===== config.mk =====
export PLATFORM = sky130hd
export DESIGN_NAME = bcc_ctrl
export DESIGN_NICKNAME = d
export VERILOG_FILES = /design/src/pkg/bcc_pkg.sv /design/src/design/bcc_sync.sv /design/src/design/bcc_regs.sv /design/src/design/bcc_ctrl.sv
export SDC_FILE = /design/constraint.sdc
export NUM_CORES = 1
export LEC_CHECK = 0
export BUFFER_PORTS_ARGS = -buffer_cell sky130_fd_sc_hd__buf_2
export CAP_MARGIN = 10
export CORE_MARGIN = 1.5
export CORE_UTILIZATION = 40
export DETAILED_ROUTE_END_ITERATION = 10
export RECOVER_POWER = 25
export SLEW_MARGIN = 0
export SYNTH_ARGS = -nofsm -noshare
export SYNTH_HDL_FRONTEND = slang
export SYNTH_HIERARCHICAL = 1
export SYNTH_SLANG_ARGS = --single-unit

===== constraint.sdc =====
create_clock -name pclk -period 8.95 [get_ports pclk]
set_clock_uncertainty 0.05 [all_clocks]
set_input_delay 1.79 -clock pclk [delete_from_list [all_inputs] [get_ports pclk]]
set_output_delay 1.79 -clock pclk [all_outputs]
set_load 0.01 [all_outputs]

===== src/pkg/bcc_pkg.sv =====
// shared types, cycle codes and register map of the bus command controller
package bcc_pkg;

   // cycle type, encoded as {memory/io select, status one, status zero}
   typedef enum logic [2:0] {
      CYC_IRQ_ACK_STROBE   = 3'h0,
      CYC_IORD   = 3'h1,
      CYC_IOWR   = 3'h2,
      CYC_IDLE0  = 3'h3,
      CYC_HALT   = 3'h4,
      CYC_MEMRD  = 3'h5,
      CYC_MEMWR  = 3'h6,
      CYC_IDLE1  = 3'h7
   } bcc_cyc_t;

   // internal bus states; the command state is two clocks long, status one
   typedef enum logic [1:0] {BS_IDLE, BS_STATUS, BS_CMD} bcc_bus_state_t;

   // pins coming in from the processor side, all asynchronous to pclk
   typedef struct packed {
      logic mem_io_select;
      logic status_line_one_n;
      logic status_line_zero_n;
      logic compat_timing_strap;
      logic latched_controller_select;
      logic command_delay;
      logic ready_n;
      logic shared_enable_input;
   } bcc_pin_in_t;

   // command strobes, active low
   typedef struct packed {
      logic irq_ack_strobe_n;
      logic io_read_strobe_n;
      logic io_write_strobe_n;
      logic mem_read_strobe_n;
      logic mem_write_strobe_n;
   } bcc_cmd_t;

   // state shown to software
   typedef struct packed {
      bcc_bus_state_t state;
      bcc_cyc_t       cyc;
      logic           selected;
      logic           compat;
      logic           cmd_on;
   } bcc_stat_t;

   localparam int unsigned PIN_W      = $bits(bcc_pin_in_t);
   localparam int unsigned CMD_W      = $bits(bcc_cmd_t);
   localparam int unsigned STAT_W     = $bits(bcc_stat_t);

   // synchroniser reset value: status lines idle high, so reset opens no cycle
   localparam bcc_pin_in_t PIN_RST    = '{status_line_one_n: 1'b1, status_line_zero_n: 1'b1,
                                          default: 1'b0};

   // command start delay in clocks counted from the first command clock
   localparam logic [1:0]  DLY_FAST   = 2'h0;
   localparam logic [1:0]  DLY_CMP_RD = 2'h1;
   localparam logic [1:0]  DLY_CMP_WR = 2'h2;
   localparam logic [1:0]  CNT_MAX    = 2'h3;

   // register map
   localparam int unsigned ADDR_W     = 8;
   localparam logic [7:0]  REG_CTRL   = 8'h00;
   localparam logic [7:0]  REG_STATUS = 8'h04;
   localparam logic [7:0]  REG_CYCLES = 8'h08;
   localparam logic [7:0]  REG_WAITS  = 8'h0C;
   localparam int unsigned CTRL_EN    = 0;
   localparam int unsigned CTRL_CLR   = 1;
   localparam logic        CTRL_EN_RST = 1'h1;

   // decode of the three select lines, used for every new cycle
   function automatic bcc_cyc_t decode_cycle(input bcc_pin_in_t p);
      return bcc_cyc_t'({p.mem_io_select, p.status_line_one_n, p.status_line_zero_n});
   endfunction

   function automatic logic is_read(input bcc_cyc_t c);
      return (c == CYC_IRQ_ACK_STROBE) || (c == CYC_IORD) || (c == CYC_MEMRD);
   endfunction

   function automatic logic is_write(input bcc_cyc_t c);
      return (c == CYC_IOWR) || (c == CYC_MEMWR);
   endfunction

endpackage


===== src/design/bcc_sync.sv =====
// two flip-flop synchroniser for a group of asynchronous pins
module bcc_sync #(
   parameter int unsigned  W   = 1,
   parameter logic [W-1:0] RST = '0
) (
   input  wire logic         pclk,
   input  wire logic         presetn,
   input  wire logic         clk_en,
   input  wire logic [W-1:0] d,
   output logic      [W-1:0] q
);

   logic [W-1:0] meta_ff;

   // first stage feeds only the second stage
   always_ff @(posedge pclk or negedge presetn)
   begin
      if (!presetn)
      begin
         meta_ff <= RST;
         q       <= RST;
      end
      else if (clk_en)
      begin
         meta_ff <= d;
         q       <= meta_ff;
      end
   end

endmodule


===== src/design/bcc_regs.sv =====
// apb slave holding control, status and cycle counters
module bcc_regs (
   input  wire logic                  pclk,
   input  wire logic                  presetn,
   input  wire logic                  clk_en,
   input  wire logic                  psel,
   input  wire logic                  penable,
   input  wire logic                  pwrite,
   input  wire logic [7:0]            paddr,
   input  wire logic [31:0]           pwdata,
   output logic      [31:0]           prdata,
   output logic                       pready,
   output logic                       pslverr,
   input  wire bcc_pkg::bcc_stat_t    stat,
   input  wire logic                  ev_cycle,
   input  wire logic                  ev_wait
);

   logic        count_en_ff;
   logic        staged_ff;
   logic [31:0] cycles_ff;
   logic [31:0] waits_ff;
   logic        mapped;
   logic        wr_ctrl;
   logic        clr;
   logic [31:0] rd_mux;

   // address decode and read mux
   always_comb
   begin
      mapped = 1'b1;
      rd_mux = 32'h0000_0000;
      unique case (paddr)
         bcc_pkg::REG_CTRL:   rd_mux[bcc_pkg::CTRL_EN] = count_en_ff;
         bcc_pkg::REG_STATUS: rd_mux[bcc_pkg::STAT_W-1:0] = stat;
         bcc_pkg::REG_CYCLES: rd_mux = cycles_ff;
         bcc_pkg::REG_WAITS:  rd_mux = waits_ff;
         default:             mapped = 1'b0;
      endcase
   end

   // read data staged one cycle ahead, so the answer waits only while clk_en is low
   assign pready  = clk_en & staged_ff;
   assign pslverr = pready & psel & penable & ~mapped;
   assign wr_ctrl = pready & psel & penable & pwrite & (paddr == bcc_pkg::REG_CTRL);
   assign clr     = wr_ctrl & pwdata[bcc_pkg::CTRL_CLR];

   always_ff @(posedge pclk or negedge presetn)
   begin
      if (!presetn)
      begin
         staged_ff <= 1'b0;
         prdata    <= 32'h0000_0000;
      end
      else if (clk_en)
      begin
         staged_ff <= psel & ~(penable & staged_ff);
         prdata    <= mapped ? rd_mux : 32'h0000_0000;
      end
   end

   // control register
   always_ff @(posedge pclk or negedge presetn)
   begin
      if (!presetn)
         count_en_ff <= bcc_pkg::CTRL_EN_RST;
      else if (wr_ctrl)
         count_en_ff <= pwdata[bcc_pkg::CTRL_EN];
   end

   // counters; an event in the clearing cycle is still counted
   always_ff @(posedge pclk or negedge presetn)
   begin
      if (!presetn)
      begin
         cycles_ff <= 32'h0000_0000;
         waits_ff  <= 32'h0000_0000;
      end
      else if (clk_en)
      begin
         cycles_ff <= (clr ? 32'h0000_0000 : cycles_ff) + {31'h0, ev_cycle & count_en_ff};
         waits_ff  <= (clr ? 32'h0000_0000 : waits_ff) + {31'h0, ev_wait & count_en_ff};
      end
   end

endmodule


===== src/design/bcc_ctrl.sv =====
// bus command controller: status decode, command strobes and transceiver control
//
// Functional notes
// - inputs sampled and outputs changed only on the controller clock edge
// - either status line low at an edge starts a new bus cycle
// - cycle type decoded from memory/io select and the two status lines
// - memory/io select low means io space, high means memory space
// - strap high gives compatible timing, low gives fast timing
// - controller select captured at end of status state; low ignores cycle
// - command delay high holds command off, resampled each clock
// - ready low before any command still ends the bus cycle
// - command delay never touches the control outputs
// - ready low ends a cycle; compatible writes need one wait state
// - ready held low through reset; controller comes up idle
// - compatible mode: enable is bus grant; high floats commands, kills data
// - fast mode: enable low forces commands and data enable inactive, driven
// - shared enable is asynchronous and synchronised before use
// - address latch strobe on every cycle but halt, never suppressed
// - cascade enable only in interrupt acknowledge, ignores control inputs
// - compatible mode raises transceiver enable later in write cycles
// - direction high for writes and when idle, low for reads
// - transceiver enable is off whenever direction changes
// - one strobe each for acknowledge, io read/write, memory read/write
// - timing mode and delay start a strobe, ready ends it
// - idle, status and command states each last two clocks; here idle and status last one
// - ready sampled at end of command state; high repeats it as a wait state, the delay count running on
// - compatible: reads one clock later, writes two, write enable one
// - address latch strobe in second half of status, off at its end
module bcc_ctrl (
   input  wire logic                  pclk,
   input  wire logic                  presetn,
   input  wire logic                  clk_en,
   input  wire logic                  psel,
   input  wire logic                  penable,
   input  wire logic                  pwrite,
   input  wire logic [7:0]            paddr,
   input  wire logic [31:0]           pwdata,
   output logic      [31:0]           prdata,
   output logic                       pready,
   output logic                       pslverr,
   input  wire bcc_pkg::bcc_pin_in_t  pins,
   output bcc_pkg::bcc_cmd_t          cmd,
   output logic                       cmd_oe,
   output logic                       addr_latch_strobe,
   output logic                       cascade_enable,
   output logic                       transceiver_enable,
   output logic                       transfer_direction
);

   bcc_pkg::bcc_pin_in_t    pin_s;
   bcc_pkg::bcc_bus_state_t st_ff;
   bcc_pkg::bcc_bus_state_t nxt_st;
   bcc_pkg::bcc_cyc_t       cyc_ff;
   bcc_pkg::bcc_cyc_t       nxt_cyc;
   bcc_pkg::bcc_cmd_t       nxt_cmd;
   bcc_pkg::bcc_stat_t      stat;
   logic                    phase_ff;
   logic                    nxt_phase;
   logic [1:0]              cnt_ff;
   logic [1:0]              nxt_cnt;
   logic                    sel_ff;
   logic                    nxt_sel;
   logic                    cmd_on_ff;
   logic                    nxt_cmd_on;
   logic                    nxt_oe;
   logic                    nxt_ale;
   logic                    nxt_cas;
   logic                    xen_ff;
   logic                    nxt_xen;
   logic                    dir_ff;
   logic                    nxt_dir;
   logic                    start;
   logic                    cycle_end;
   logic                    wait_st;
   logic                    compat;
   logic                    enable_ok;
   logic [1:0]              need;
   logic                    want_xen;
   logic                    want_dir;
   logic                    sel_now;
   logic [bcc_pkg::CMD_W-1:0] onehot;

   // every pin crosses two flops first, the shared enable among them
   bcc_sync #(
      .W       (bcc_pkg::PIN_W),
      .RST     (bcc_pkg::PIN_RST) // idle levels: a zero reset would fake an acknowledge
   ) u_sync (
      .pclk    (pclk),
      .presetn (presetn),
      .clk_en  (clk_en),
      .d       (pins),
      .q       (pin_s)
   );

   // software view and counters
   assign stat.state    = st_ff;
   assign stat.cyc      = cyc_ff;
   assign stat.selected = sel_ff;
   assign stat.compat   = compat;
   assign stat.cmd_on   = cmd_on_ff;

   bcc_regs u_regs (
      .pclk     (pclk),
      .presetn  (presetn),
      .clk_en   (clk_en),
      .psel     (psel),
      .penable  (penable),
      .pwrite   (pwrite),
      .paddr    (paddr),
      .pwdata   (pwdata),
      .prdata   (prdata),
      .pready   (pready),
      .pslverr  (pslverr),
      .stat     (stat),
      .ev_cycle (cycle_end),
      .ev_wait  (wait_st)
   );

   // the strap is read live; it is assumed stable, so no capture is kept
   assign compat = pin_s.compat_timing_strap;

   // a cycle opens when either status line is low
   assign start = ~pin_s.status_line_zero_n | ~pin_s.status_line_one_n;

   // end of a command state with ready low closes the cycle, command or not
   assign cycle_end = (st_ff == bcc_pkg::BS_CMD) & phase_ff & ~pin_s.ready_n;

   // end of a command state with ready high repeats it as a wait state
   assign wait_st = (st_ff == bcc_pkg::BS_CMD) & phase_ff & pin_s.ready_n;

   // enable meaning depends on the strap: grant low, or command enable high
   assign enable_ok = compat ? ~pin_s.shared_enable_input
                             : pin_s.shared_enable_input;

   // bus state sequencing; idle and status count as one clock each here,
   // the other half being the sampling edge of the status lines
   always_comb
   begin
      nxt_st    = st_ff;
      nxt_phase = phase_ff;
      nxt_cnt   = cnt_ff;
      nxt_cyc   = cyc_ff;
      nxt_sel   = sel_ff;
      unique case (st_ff)
         bcc_pkg::BS_IDLE:
         begin
            nxt_phase = ~phase_ff;
            if (start)
            begin
               nxt_st    = bcc_pkg::BS_STATUS;
               nxt_phase = 1'b1;
               nxt_cyc   = bcc_pkg::decode_cycle(pin_s);
            end
         end
         bcc_pkg::BS_STATUS:
         begin
            nxt_st    = bcc_pkg::BS_CMD;
            nxt_phase = 1'b0;
            nxt_cnt   = 2'h0;
            nxt_sel   = pin_s.latched_controller_select;
         end
         bcc_pkg::BS_CMD:
         begin
            nxt_phase = ~phase_ff;
            if (cnt_ff != bcc_pkg::CNT_MAX)
               nxt_cnt = cnt_ff + 2'h1;
            if (cycle_end)
            begin
               // back to back cycles go straight to status
               if (start)
               begin
                  nxt_st  = bcc_pkg::BS_STATUS;
                  nxt_cyc = bcc_pkg::decode_cycle(pin_s);
               end
               else
                  nxt_st = bcc_pkg::BS_IDLE;
               nxt_phase = start;
            end
         end
      endcase
   end

   // command start delay: reads and writes differ only in compatible mode
   always_comb
   begin
      if (!compat)
         need = bcc_pkg::DLY_FAST;
      else if (bcc_pkg::is_write(nxt_cyc))
         need = bcc_pkg::DLY_CMP_WR;
      else
         need = bcc_pkg::DLY_CMP_RD;
   end

   // once started, a command stays on until the cycle ends
   always_comb
   begin
      nxt_cmd_on = 1'b0;
      if (nxt_st == bcc_pkg::BS_CMD && st_ff == bcc_pkg::BS_CMD && cmd_on_ff)
         nxt_cmd_on = 1'b1;
      else if (nxt_st == bcc_pkg::BS_CMD && nxt_cnt >= need)
         nxt_cmd_on = ~pin_s.command_delay;
   end

   // pick the strobe belonging to the cycle type
   always_comb
   begin
      onehot = '0;
      unique case (nxt_cyc)
         bcc_pkg::CYC_IRQ_ACK_STROBE:  onehot[4] = 1'b1;
         bcc_pkg::CYC_IORD:  onehot[3] = 1'b1;
         bcc_pkg::CYC_IOWR:  onehot[2] = 1'b1;
         bcc_pkg::CYC_MEMRD: onehot[1] = 1'b1;
         bcc_pkg::CYC_MEMWR: onehot[0] = 1'b1;
         default:            onehot = '0; // halt and idle codes: no strobe
      endcase
   end

   // strobes are low only while selected, enabled and started
   always_comb
   begin
      if (nxt_cmd_on && nxt_sel && enable_ok && nxt_st == bcc_pkg::BS_CMD)
         nxt_cmd = bcc_pkg::bcc_cmd_t'(~onehot);
      else
         nxt_cmd = bcc_pkg::bcc_cmd_t'({bcc_pkg::CMD_W{1'b1}});
      // only the bus grant may float the strobes, and only when compatible
      nxt_oe = ~compat | ~pin_s.shared_enable_input;
   end

   // latch and cascade strobes follow the state and cycle type, never the enables
   always_comb
   begin
      nxt_ale = (nxt_st == bcc_pkg::BS_STATUS) &&
                (nxt_cyc != bcc_pkg::CYC_HALT);
      nxt_cas = (nxt_st == bcc_pkg::BS_STATUS) &&
                (nxt_cyc == bcc_pkg::CYC_IRQ_ACK_STROBE);
   end

   // transceiver enable; fast writes open it already in the status state
   always_comb
   begin
      sel_now  = (nxt_st == bcc_pkg::BS_STATUS) ? pin_s.latched_controller_select
                                                : nxt_sel;
      want_xen = 1'b0;
      if (nxt_cyc != bcc_pkg::CYC_HALT && sel_now && enable_ok)
      begin
         if (nxt_st == bcc_pkg::BS_CMD)
            want_xen = 1'b1;
         else if (nxt_st == bcc_pkg::BS_STATUS)
            want_xen = bcc_pkg::is_write(nxt_cyc) && !compat;
      end
   end

   // direction is low only inside read cycles
   always_comb
   begin
      want_dir = 1'b1;
      if (nxt_st != bcc_pkg::BS_IDLE && bcc_pkg::is_read(nxt_cyc))
         want_dir = 1'b0;
   end

   // never move direction while enabled: the enable drops first and the
   // direction follows a clock later, costing two clocks of enable
   always_comb
   begin
      nxt_dir = xen_ff ? dir_ff : want_dir;
      nxt_xen = want_xen && (dir_ff == want_dir);
   end

   // bus state registers; reset is the idle state that ready low forces
   always_ff @(posedge pclk or negedge presetn)
   begin
      if (!presetn)
      begin
         st_ff    <= bcc_pkg::BS_IDLE;
         phase_ff <= 1'b0;
         cnt_ff   <= 2'h0;
         cyc_ff   <= bcc_pkg::CYC_IDLE1;
         sel_ff   <= 1'b0;
      end
      else if (clk_en)
      begin
         st_ff    <= nxt_st;
         phase_ff <= nxt_phase;
         cnt_ff   <= nxt_cnt;
         cyc_ff   <= nxt_cyc;
         sel_ff   <= nxt_sel;
      end
   end

   // command strobes and their drive enable
   always_ff @(posedge pclk or negedge presetn)
   begin
      if (!presetn)
      begin
         cmd_on_ff <= 1'b0;
         cmd       <= bcc_pkg::bcc_cmd_t'({bcc_pkg::CMD_W{1'b1}});
         cmd_oe    <= 1'b0;
      end
      else if (clk_en)
      begin
         cmd_on_ff <= nxt_cmd_on;
         cmd       <= nxt_cmd;
         cmd_oe    <= nxt_oe;
      end
   end

   // latch and cascade strobes
   always_ff @(posedge pclk or negedge presetn)
   begin
      if (!presetn)
      begin
         addr_latch_strobe <= 1'b0;
         cascade_enable    <= 1'b0;
      end
      else if (clk_en)
      begin
         addr_latch_strobe <= nxt_ale;
         cascade_enable    <= nxt_cas;
      end
   end

   // transceiver enable and direction; command delay is not an input here
   always_ff @(posedge pclk or negedge presetn)
   begin
      if (!presetn)
      begin
         xen_ff <= 1'b0;
         dir_ff <= 1'b1;
      end
      else if (clk_en)
      begin
         xen_ff <= nxt_xen;
         dir_ff <= nxt_dir;
      end
   end

   assign transceiver_enable = xen_ff;
   assign transfer_direction = dir_ff;

endmodule


---- After elaboration in Yosys (flattened, before gate mapping) ----
Index checks and enable logic that the tools add are counted.
storage, ports and cells
  register bits ........................... 134
  latch bits .............................. 0
  bits in writable memories ............... 0
  ROM bits ................................ 0
  output and inout port bits .............. 44
  memories kept ........................... 0
cells by class
  add/sub/neg operators ................... 3
  multiply operators ...................... 0
  divide/modulo/power cells ............... 0
  magnitude comparators ................... 1
  eq/ne operators ......................... 14
  shift-type cells ........................ 0
  multiplexer cells ....................... 36
  bitwise logic cells ..................... 27
  reduce and logical (&&, ||, !) cells .... 23
operator list
  cell                count
  $mux 32             3
  $add 32x1->32       2
  $pmux 24 s2         1
  $pmux 7 s3          1
  $mux 1              18
  $eq 8x4->1 const B  2
  $and 1x1->1         14
  $logic_and 1x1->1   13
  $mux 2              5
  $not 1->1           10
  $eq 8x3->1 const B  1
  $logic_not 8->1     1
  $eq 3x3->1 const B  2
  $mux 3              2
  $pmux 2 s3          1
  $pmux 3 s2          1
  $mux 5              1
  $not 5->5           1
  $eq 2x1->1 const B  2
  $eq 2x2->1 const B  2
  $pmux 1 s4          1
  $pmux 2 s2          1
  $reduce_or 4->1     1
  $eq 3x1->1 const B  1
  14 further kinds    17

---- Longest topological paths before layout ----
Gate-level depths: netlist of the first run.
  depth after elaboration ................. 17
  mapped depth ............................ 16
  mapped depth without buffers ............ 15

---- Modules after synthesis ----
Netlist of the first run, hierarchy kept.
modules (own cells, without submodules)
  module    instances  cells an instance  area each (µm²)  sequential area each (µm²)
  bcc_regs  1          523                5126.2           2453.6
  bcc_ctrl  1          154                1360.1           511.7
  bcc_sync  1          34                 654.4            405.4

---- Worst setup path after synthesis of the first run ----
OpenSTA, ideal clock, no wires.
  kind .................................... input to output
  from .................................... input port clk_en
  to ...................................... output port pready
  arrival time ............................ 2561 ps
  required time ........................... 7110 ps
  path slack .............................. 4549 ps
  cell stages on the path ................. 3
  path buffers ............................ 2
  path through ............................ clkbuf_1 -> clkbuf_1 -> and2_1
on the way
  word-level cells in the longest chain between the ends .. 1
ends and longest elaborated chain
  item             line            text
  start, declared  bcc_ctrl.sv:32  input wire logic clk_en,
  $and 1x1->1      bcc_regs.sv:43  assign pready = clk_en & staged_ff;
  end, declared    bcc_ctrl.sv:39  output logic pready,
No other way between the ends.

---- Final worst setup path of the first run ----
  from .................................... input port clk_en
  to ...................................... register u_regs.cycles_ff[16]
on the way
  word-level cells in the longest chain between the ends .. 8
ends and longest elaborated chain
  item                       line            text
  $and 1x1->1                bcc_regs.sv:43
  $and 1x1->1 (4 in series)  bcc_regs.sv:45  assign wr_ctrl = pready & psel & penable & pwrite & (paddr == bcc_pkg::REG_CTRL);
  $and 1x1->1                bcc_regs.sv:46  assign clr = wr_ctrl & pwdata[bcc_pkg::CTRL_CLR];
  $mux 32                    bcc_regs.sv:81  cycles_ff <= (clr ? 32'h0000_0000 : cycles_ff) + {31'h0, ev_cycle & count_en_ff};
  $add 32x1->32              bcc_regs.sv:81
  end signal, assigned       bcc_regs.sv:81
  end, declared              bcc_regs.sv:21  logic [31:0] cycles_ff;
Several ways; a longest one is shown, not always the timed one.
A chain may end at the register's enable or synchronous reset.

==> flow_summary.json, run 1 <==
{
  "synth_warnings": 6,
  "portBuffers": 67,
  "peakVddDrop_uv": 141,
  "synth_edf_count": 0,
  "max_stage_delay_ps": 770,
  "core-area_sq_um": 17400,
  "endpoint_kind": "register",
  "outcome": "finished with violations",
  "fin_crit_sh_pct": 62.5,
  "rsz0062_at_grt": "false",
  "start_util_pct": 41.1,
  "rr_worst_depth": 11,
  "clock_latency_ps": 420,
  "synth_nets": 775,
  "crit_buf_inv": 2,
  "fmax_ghz": 0.179,
  "max_slew.worst_pin.slew_ps": 4210,
  "ys_seq_area_share_pct": 47.2,
  "synth.top_cell.area_share_pct": 42.1,
  "crit_chain": "buf_4, and4_1, nand4_1, nor2_4, buf_4, nor2b_1, ha_1, ha_1, nand2_1, or3_1, or4_1, a21oi_1",
  "cp-start-kind": "input port",
  "final_core_util_pct": 47.1,
  "drt_wl_total_mm": 16.9,
  "maxSlewHeadroom_pct": -181,
  "cts-htree-levels": 4,
  "power_density_nw_per_um2": 213,
  "avgSynthCellArea_sq_um": 10.0,
  "cts_sinks": 134,
  "antenna_found_initial": 0,
  "hold_violations": 0,
  "rows": 48,
  "numCtsBuffers": 17,
  "drc": 0,
  "ant_nets": 0,
  "nNetsFinal": 822,
  "crit_slowest_cell": "nor2_4",
  "num_antenna_cells": 0,
  "cts_setup_buffers": 0,
  "syn_to_final_growth_pct": 14.5,
  "cts_hold_buffers": 0,
  "setup_viol": 0,
  "grt_max_degree": 79,
  "clkTransAtPathRegs_ps": 60,
  "netlist_area_sq_um": 7140,
  "track_usage_pct": 19.1,
  "routabilityCongestion": 0.807,
  "dp_cells": 964,
  "async_flop_share_pct": 100,
  "postCtsResizedCells": 0,
  "grt_pass1_vias": 5473,
  "overflow": 0,
  "violations": "capacitance limit, slew limit",
  "placed_area_sq_um": 7600,
  "dpl.hpwl_mm": 11.4,
  "timing.hold.ws_ps": 436,
  "worstSetupPathType": "in2reg",
  "p_leak_nw": 3.53,
  "dr.pass1.iters": 5,
  "postSynthCellCount": 711,
  "crit_required_ps": 9170,
  "via_count": 5650,
  "fp.dieH_microns": 137,
  "fin_crit_ps": 5590,
  "path_max_fanout": 56,
  "pin_count": 98,
  "drv_cap": 1,
  "drtIter0Drc": 396,
  "fin_setup_tns_ps": 0,
  "synth_ff_type": "dfrtp_1",
  "wire_per_inst_microns": 17.0,
  "yosysTopAreaCell": "dfrtp_1",
  "min_path_cells": 2,
  "cts_tree": "built",
  "die_w_microns": 137,
  "synth-seq-cells": 134,
  "drive_gt1_share_pct": 21.0,
  "stdcell_count": 995,
  "grt_pass1_wl_mm": 27.7,
  "cts.path.max_buffers": 2,
  "crit_arrival_ps": 5810,
  "most-common-layout-cells": "120 x dfrtp_1, 65 x buf_2, 54 x inv_1",
  "clock-root-buffer": "clkbuf_16",
  "synth.distinct_cells": 65,
  "die_area_sq_um": 18700,
  "min_path_type": "reg2reg",
  "cp.depth": 12,
  "synth_area_leaders": "dfrtp_1 42%, dfstp_2 5.2%, mux2i_1 4.1%",
  "crit_family": "simple AND/OR/NAND/NOR gates",
  "routed_via_density": 5.68,
  "slew_viol_final": 79,
  "final_common_cell": "dfrtp_1",
  "fill_cells": 1637,
  "postLayoutCellArea_sq_um": 8170
}
==> metal layers <==
layer  routed length [microns]  GRT usage, %
met2                      7940          29.5
met5                         0             0
met3                       669          4.48
met4                       242          6.97
met1                      8060          26.1
==> path summary, 6_finish.rpt <==
| path | from | slack (ps) | end |
|---|---|---|---|
| setup / recovery | clk_en | 3360 | u_regs/cycles_ff[16] |
| hold / removal | cmd[4] | 440 | cmd[4] |
| setup reg to reg | u_regs/staged_ff | 4900 | u_regs/cycles_ff[16] |
| hold reg to reg | cmd[4] | 440 | cmd[4] |
| max in group asynchronous | presetn | 3630 | cmd_on_ff |
| min in group asynchronous | presetn | 2810 | u_regs/cycles_ff[5] |
==> worst reg2reg max path: cells and delay by family (launching register included) <==
family	cells	cell delay, ps
AO/OA/AOI/OAI	1	70
adder cells (fa/ha/maj)	2	440
buffers and inverters	1	450
flip-flops	1	380
AND/OR/NAND/NOR	7	2510
==> power breakdown <==
group	internal [W]	switching [W]
Sequential	0.000655	0.0000468
Clock	0.000435	0.000257
Combinational	0.000148	0.000199
Total	0.00124	0.000503
==> sequential cells by signal, summed over array words and instances (netlist names) <==
| name | count |
|---|---|
| transfer_direction | 1 |
| cmd_on_ff | 1 |
| cmd | 5 |
| u_regs/staged_ff | 1 |
| transceiver_enable | 1 |
| u_sync/meta_ff | 8 |
| u_regs/count_en_ff | 1 |
| u_regs/prdata | 32 |
| st_ff | 2 |
| sel_ff | 1 |
| cascade_enable | 1 |
| addr_latch_strobe | 1 |
| u_regs/cycles_ff | 32 |
| u_sync/q | 8 |
| cmd_oe | 1 |
| cnt_ff | 2 |
| u_regs/waits_ff | 32 |
| cyc_ff | 3 |
| phase_ff | 1 |
==> synth_stat cells (4+ instances only) <==
master	count
o22ai_1	34
and3_1	4
a21oi_1	47
nor2_1	39
a22oi_1	7
xnor2_1	12
nor3_1	6
nand4_1	21
a31oi_1	9
nand2_1	34
clkbuf_1	27
and4_1	10
nor4_1	8
mux2_2	22
xor2_1	11
ha_1	10
mux2_4	10
inv_1	54
or4_1	28
or3_1	9
o21ai_0	19
nand3_1	24
o31ai_1	28
dfrtp_1	120
buf_1	4
nor2b_1	9
buf_2	8
and2_1	10
mux2i_1	29
dfstp_2	14
==> stage by stage <==
step | total power (W) | worst slack (ps)
floorplan | 0.000960 | 4550
global placement | 0.00105 | 3020
detailed placement | 0.00106 | 2950
CTS | 0.00175 | 3390
global route | 0.00183 | 2730
finish | 0.00174 | 3360
==> final cells by class <==
type,count,area (sq um),area share [%]
Sequential cell,134,3370,41.2
Clock buffer,22,484,5.92
Clock inverter,9,100,1.22
Multi-Input combinational cell,479,3360,41.2
Inverter,55,206,2.53
Tap cell,225,282,3.44
Timing Repair Buffer,71,367,4.48
==> cells by family (layout without fill, tap and decap cells) <==
| group | count (synthesis) | count (layout) | share of synthesized area [%] |
|---|---|---|---|
| buffers and inverters | 98 | 157 | 5.78 |
| DFF | 134 | 134 | 47.2 |
| adders and majority gates | 10 | 10 | 1.75 |
| and+or+nand+nor | 220 | 220 | 17.7 |
| muxes | 63 | 63 | 10.1 |
| AOI/OAI and AO/OA | 163 | 163 | 14.6 |
| xor gates and xnor gates | 23 | 23 | 2.82 |
Note: power is estimated with default switching activity, not from simulation.
==> run 2, diff against run 1 <==
- clock period: 8.95 -> 5.4 ns (I/O delays scaled with it)
==> run 2 against run 1 <==
  * The flow still finishes with violations (capacitance limit, slew limit)
  * Sequential share of layout area increased by 0.19 points
  * Clock-buffer cell count increased by 5
  * Utilization decreased by 0.22 points
  * Critical path depth unchanged
==> flow_summary.json, run 2 (synthesis results as in run 1) <==
{
  "drtIter0Drc": 396,
  "cts_sinks": 134,
  "clock-root-buffer": "clkbuf_16",
  "clkTransAtPathRegs_ps": 50,
  "nNetsFinal": 824,
  "drc": 0,
  "crit_arrival_ps": 3950,
  "hold_start": "cmd[4]",
  "track_usage_pct": 18.9,
  "max_slew.worst_pin.slew_ps": 2330,
  "die_w_microns": 137,
  "dpl.hpwl_mm": 11.4,
  "clock_latency_ps": 420,
  "routabilityCongestion": 0.796,
  "via_count": 5742,
  "hold_end": "cmd[4]",
  "rows": 48,
  "setup_viol": 0,
  "cp-start-kind": "input port",
  "postCtsResizedCells": 0,
  "endpoint_kind": "register",
  "syn_to_final_growth_pct": 13.9,
  "p_leak_nw": 3.51,
  "power_density_nw_per_um2": 343,
  "fp.dieH_microns": 137,
  "drv_cap": 1,
  "cts-htree-levels": 4,
  "cts_setup_buffers": 0,
  "drt_wl_total_mm": 16.9,
  "placed_area_sq_um": 7610,
  "most-common-layout-cells": "120 x dfrtp_1, 65 x buf_2, 54 x inv_1",
  "crit_required_ps": 5680,
  "numCtsBuffers": 17,
  "ff2ff_setup_slack_ps": 1910,
  "r2r_end": "u_regs/cycles_ff[28]",
  "antenna_found_initial": 0,
  "worstSetupPathType": "in2reg",
  "final_core_util_pct": 46.9,
  "start_util_pct": 41.1,
  "postLayoutCellArea_sq_um": 8140,
  "core-area_sq_um": 17400,
  "die_area_sq_um": 18700,
  "violations": "capacitance limit, slew limit",
  "fin_crit_sh_pct": 67.9,
  "num_antenna_cells": 0,
  "maxSlewHeadroom_pct": -55.0,
  "portBuffers": 67,
  "min_path_cells": 2,
  "peakVddDrop_uv": 214,
  "outcome": "finished with violations",
  "final_common_cell": "dfrtp_1",
  "hold_violations": 0,
  "reg_top3": "u_regs/cycles_ff: 32 flops, u_regs/prdata: 32 flops, u_regs/waits_ff: 32 flops",
  "slew_viol_final": 90,
  "fin_crit_ps": 3670,
  "routed_via_density": 5.77,
  "ant_nets": 0,
  "overflow": 0,
  "drive_gt1_share_pct": 20.8,
  "wire_per_inst_microns": 17.0,
  "cts.path.max_buffers": 2,
  "grt_pass1_vias": 5515,
  "rsz0062_at_grt": "false",
  "fmax_ghz": 0.273,
  "dr.pass1.iters": 5,
  "fin_setup_tns_ps": 0,
  "min_path_type": "reg2reg",
  "grt_pass1_wl_mm": 27.6,
  "grt_max_degree": 90,
  "path_max_fanout": 30,
  "rr_startpoint": "st_ff[0]",
  "rr_worst_depth": 11,
  "cts_tree": "built",
  "cts_hold_buffers": 0,
  "pin_count": 98
}
==> run 2: changes by cell type in the layout (fill, tap and decap cells not counted), moves of 2 or more <==
cell | before | now
buf_4 | 5 | 7
bufinv_16 | 2 | 0
clkbuf_1 | 2 | 5
clkinv_2 | 5 | 2
==> run 2: worst max-delay path: stages <==
cell and delay, ps:
buf_4 210, and4_1 260, nand4_1 90, buf_4 180
nor2_4 60, nor2b_1 120, ha_1 210, ha_1 180
nand2_1 190, or3_1 630, or4_1 550, a21oi_1 160
==> run 2: final cells by class <==
type	instances	area [sq um]
timing repair buffer	73	383
clock inverter	3	17.5
clock buffer	27	513
sequential	134	3370
tap	225	282
fill	1618	9220
inverter	55	206
multi-input combinational	479	3360
==> run 2: where the power goes <==
| part | switching [W] | internal, W |
|---|---|---|
| combinational | 0.000333 | 0.000245 |
| sequential | 0.0000807 | 0.00109 |
| clock | 0.000405 | 0.000641 |
| total | 0.000819 | 0.00197 |
==> run 2: worst max-delay path by stage <==
stage | startpoint | end | slack (ps) | cells after the start
after floorplan | paddr[2] | u_regs/cycles_ff[20] | 1730 | 13
after global placement | clk_en | u_regs/cycles_ff[28] | 1330 | 12
after detailed placement | clk_en | u_regs/cycles_ff[26] | 1290 | 12
after CTS | clk_en | u_regs/cycles_ff[28] | 1730 | 12
after global routing | clk_en | u_regs/cycles_ff[28] | 1550 | 12
final | clk_en | u_regs/cycles_ff[28] | 1730 | 12
==> run 2: per-stage QoR <==
step / hold slack [ps] / setup slack [ps] / power, W / std cells
after floorplan: 425 / 1730 / 0.00159 / 711
after global placement: 430 / 1330 / 0.00173 / 966
after detailed placement: 427 / 1290 / 0.00176 / 966
after global routing: 461 / 1550 / 0.00294 / 996
final: 434 / 1730 / 0.00279 / 996
after CTS: 434 / 1730 / 0.00282 / 996
==> run 2: layer usage <==
metal / wire length, microns / global-route usage (%)
met1: 7850 / 25.3
met2: 8110 / 29.7
met3: 725 / 4.30
met4: 221 / 7.62
met5: 0 / 0
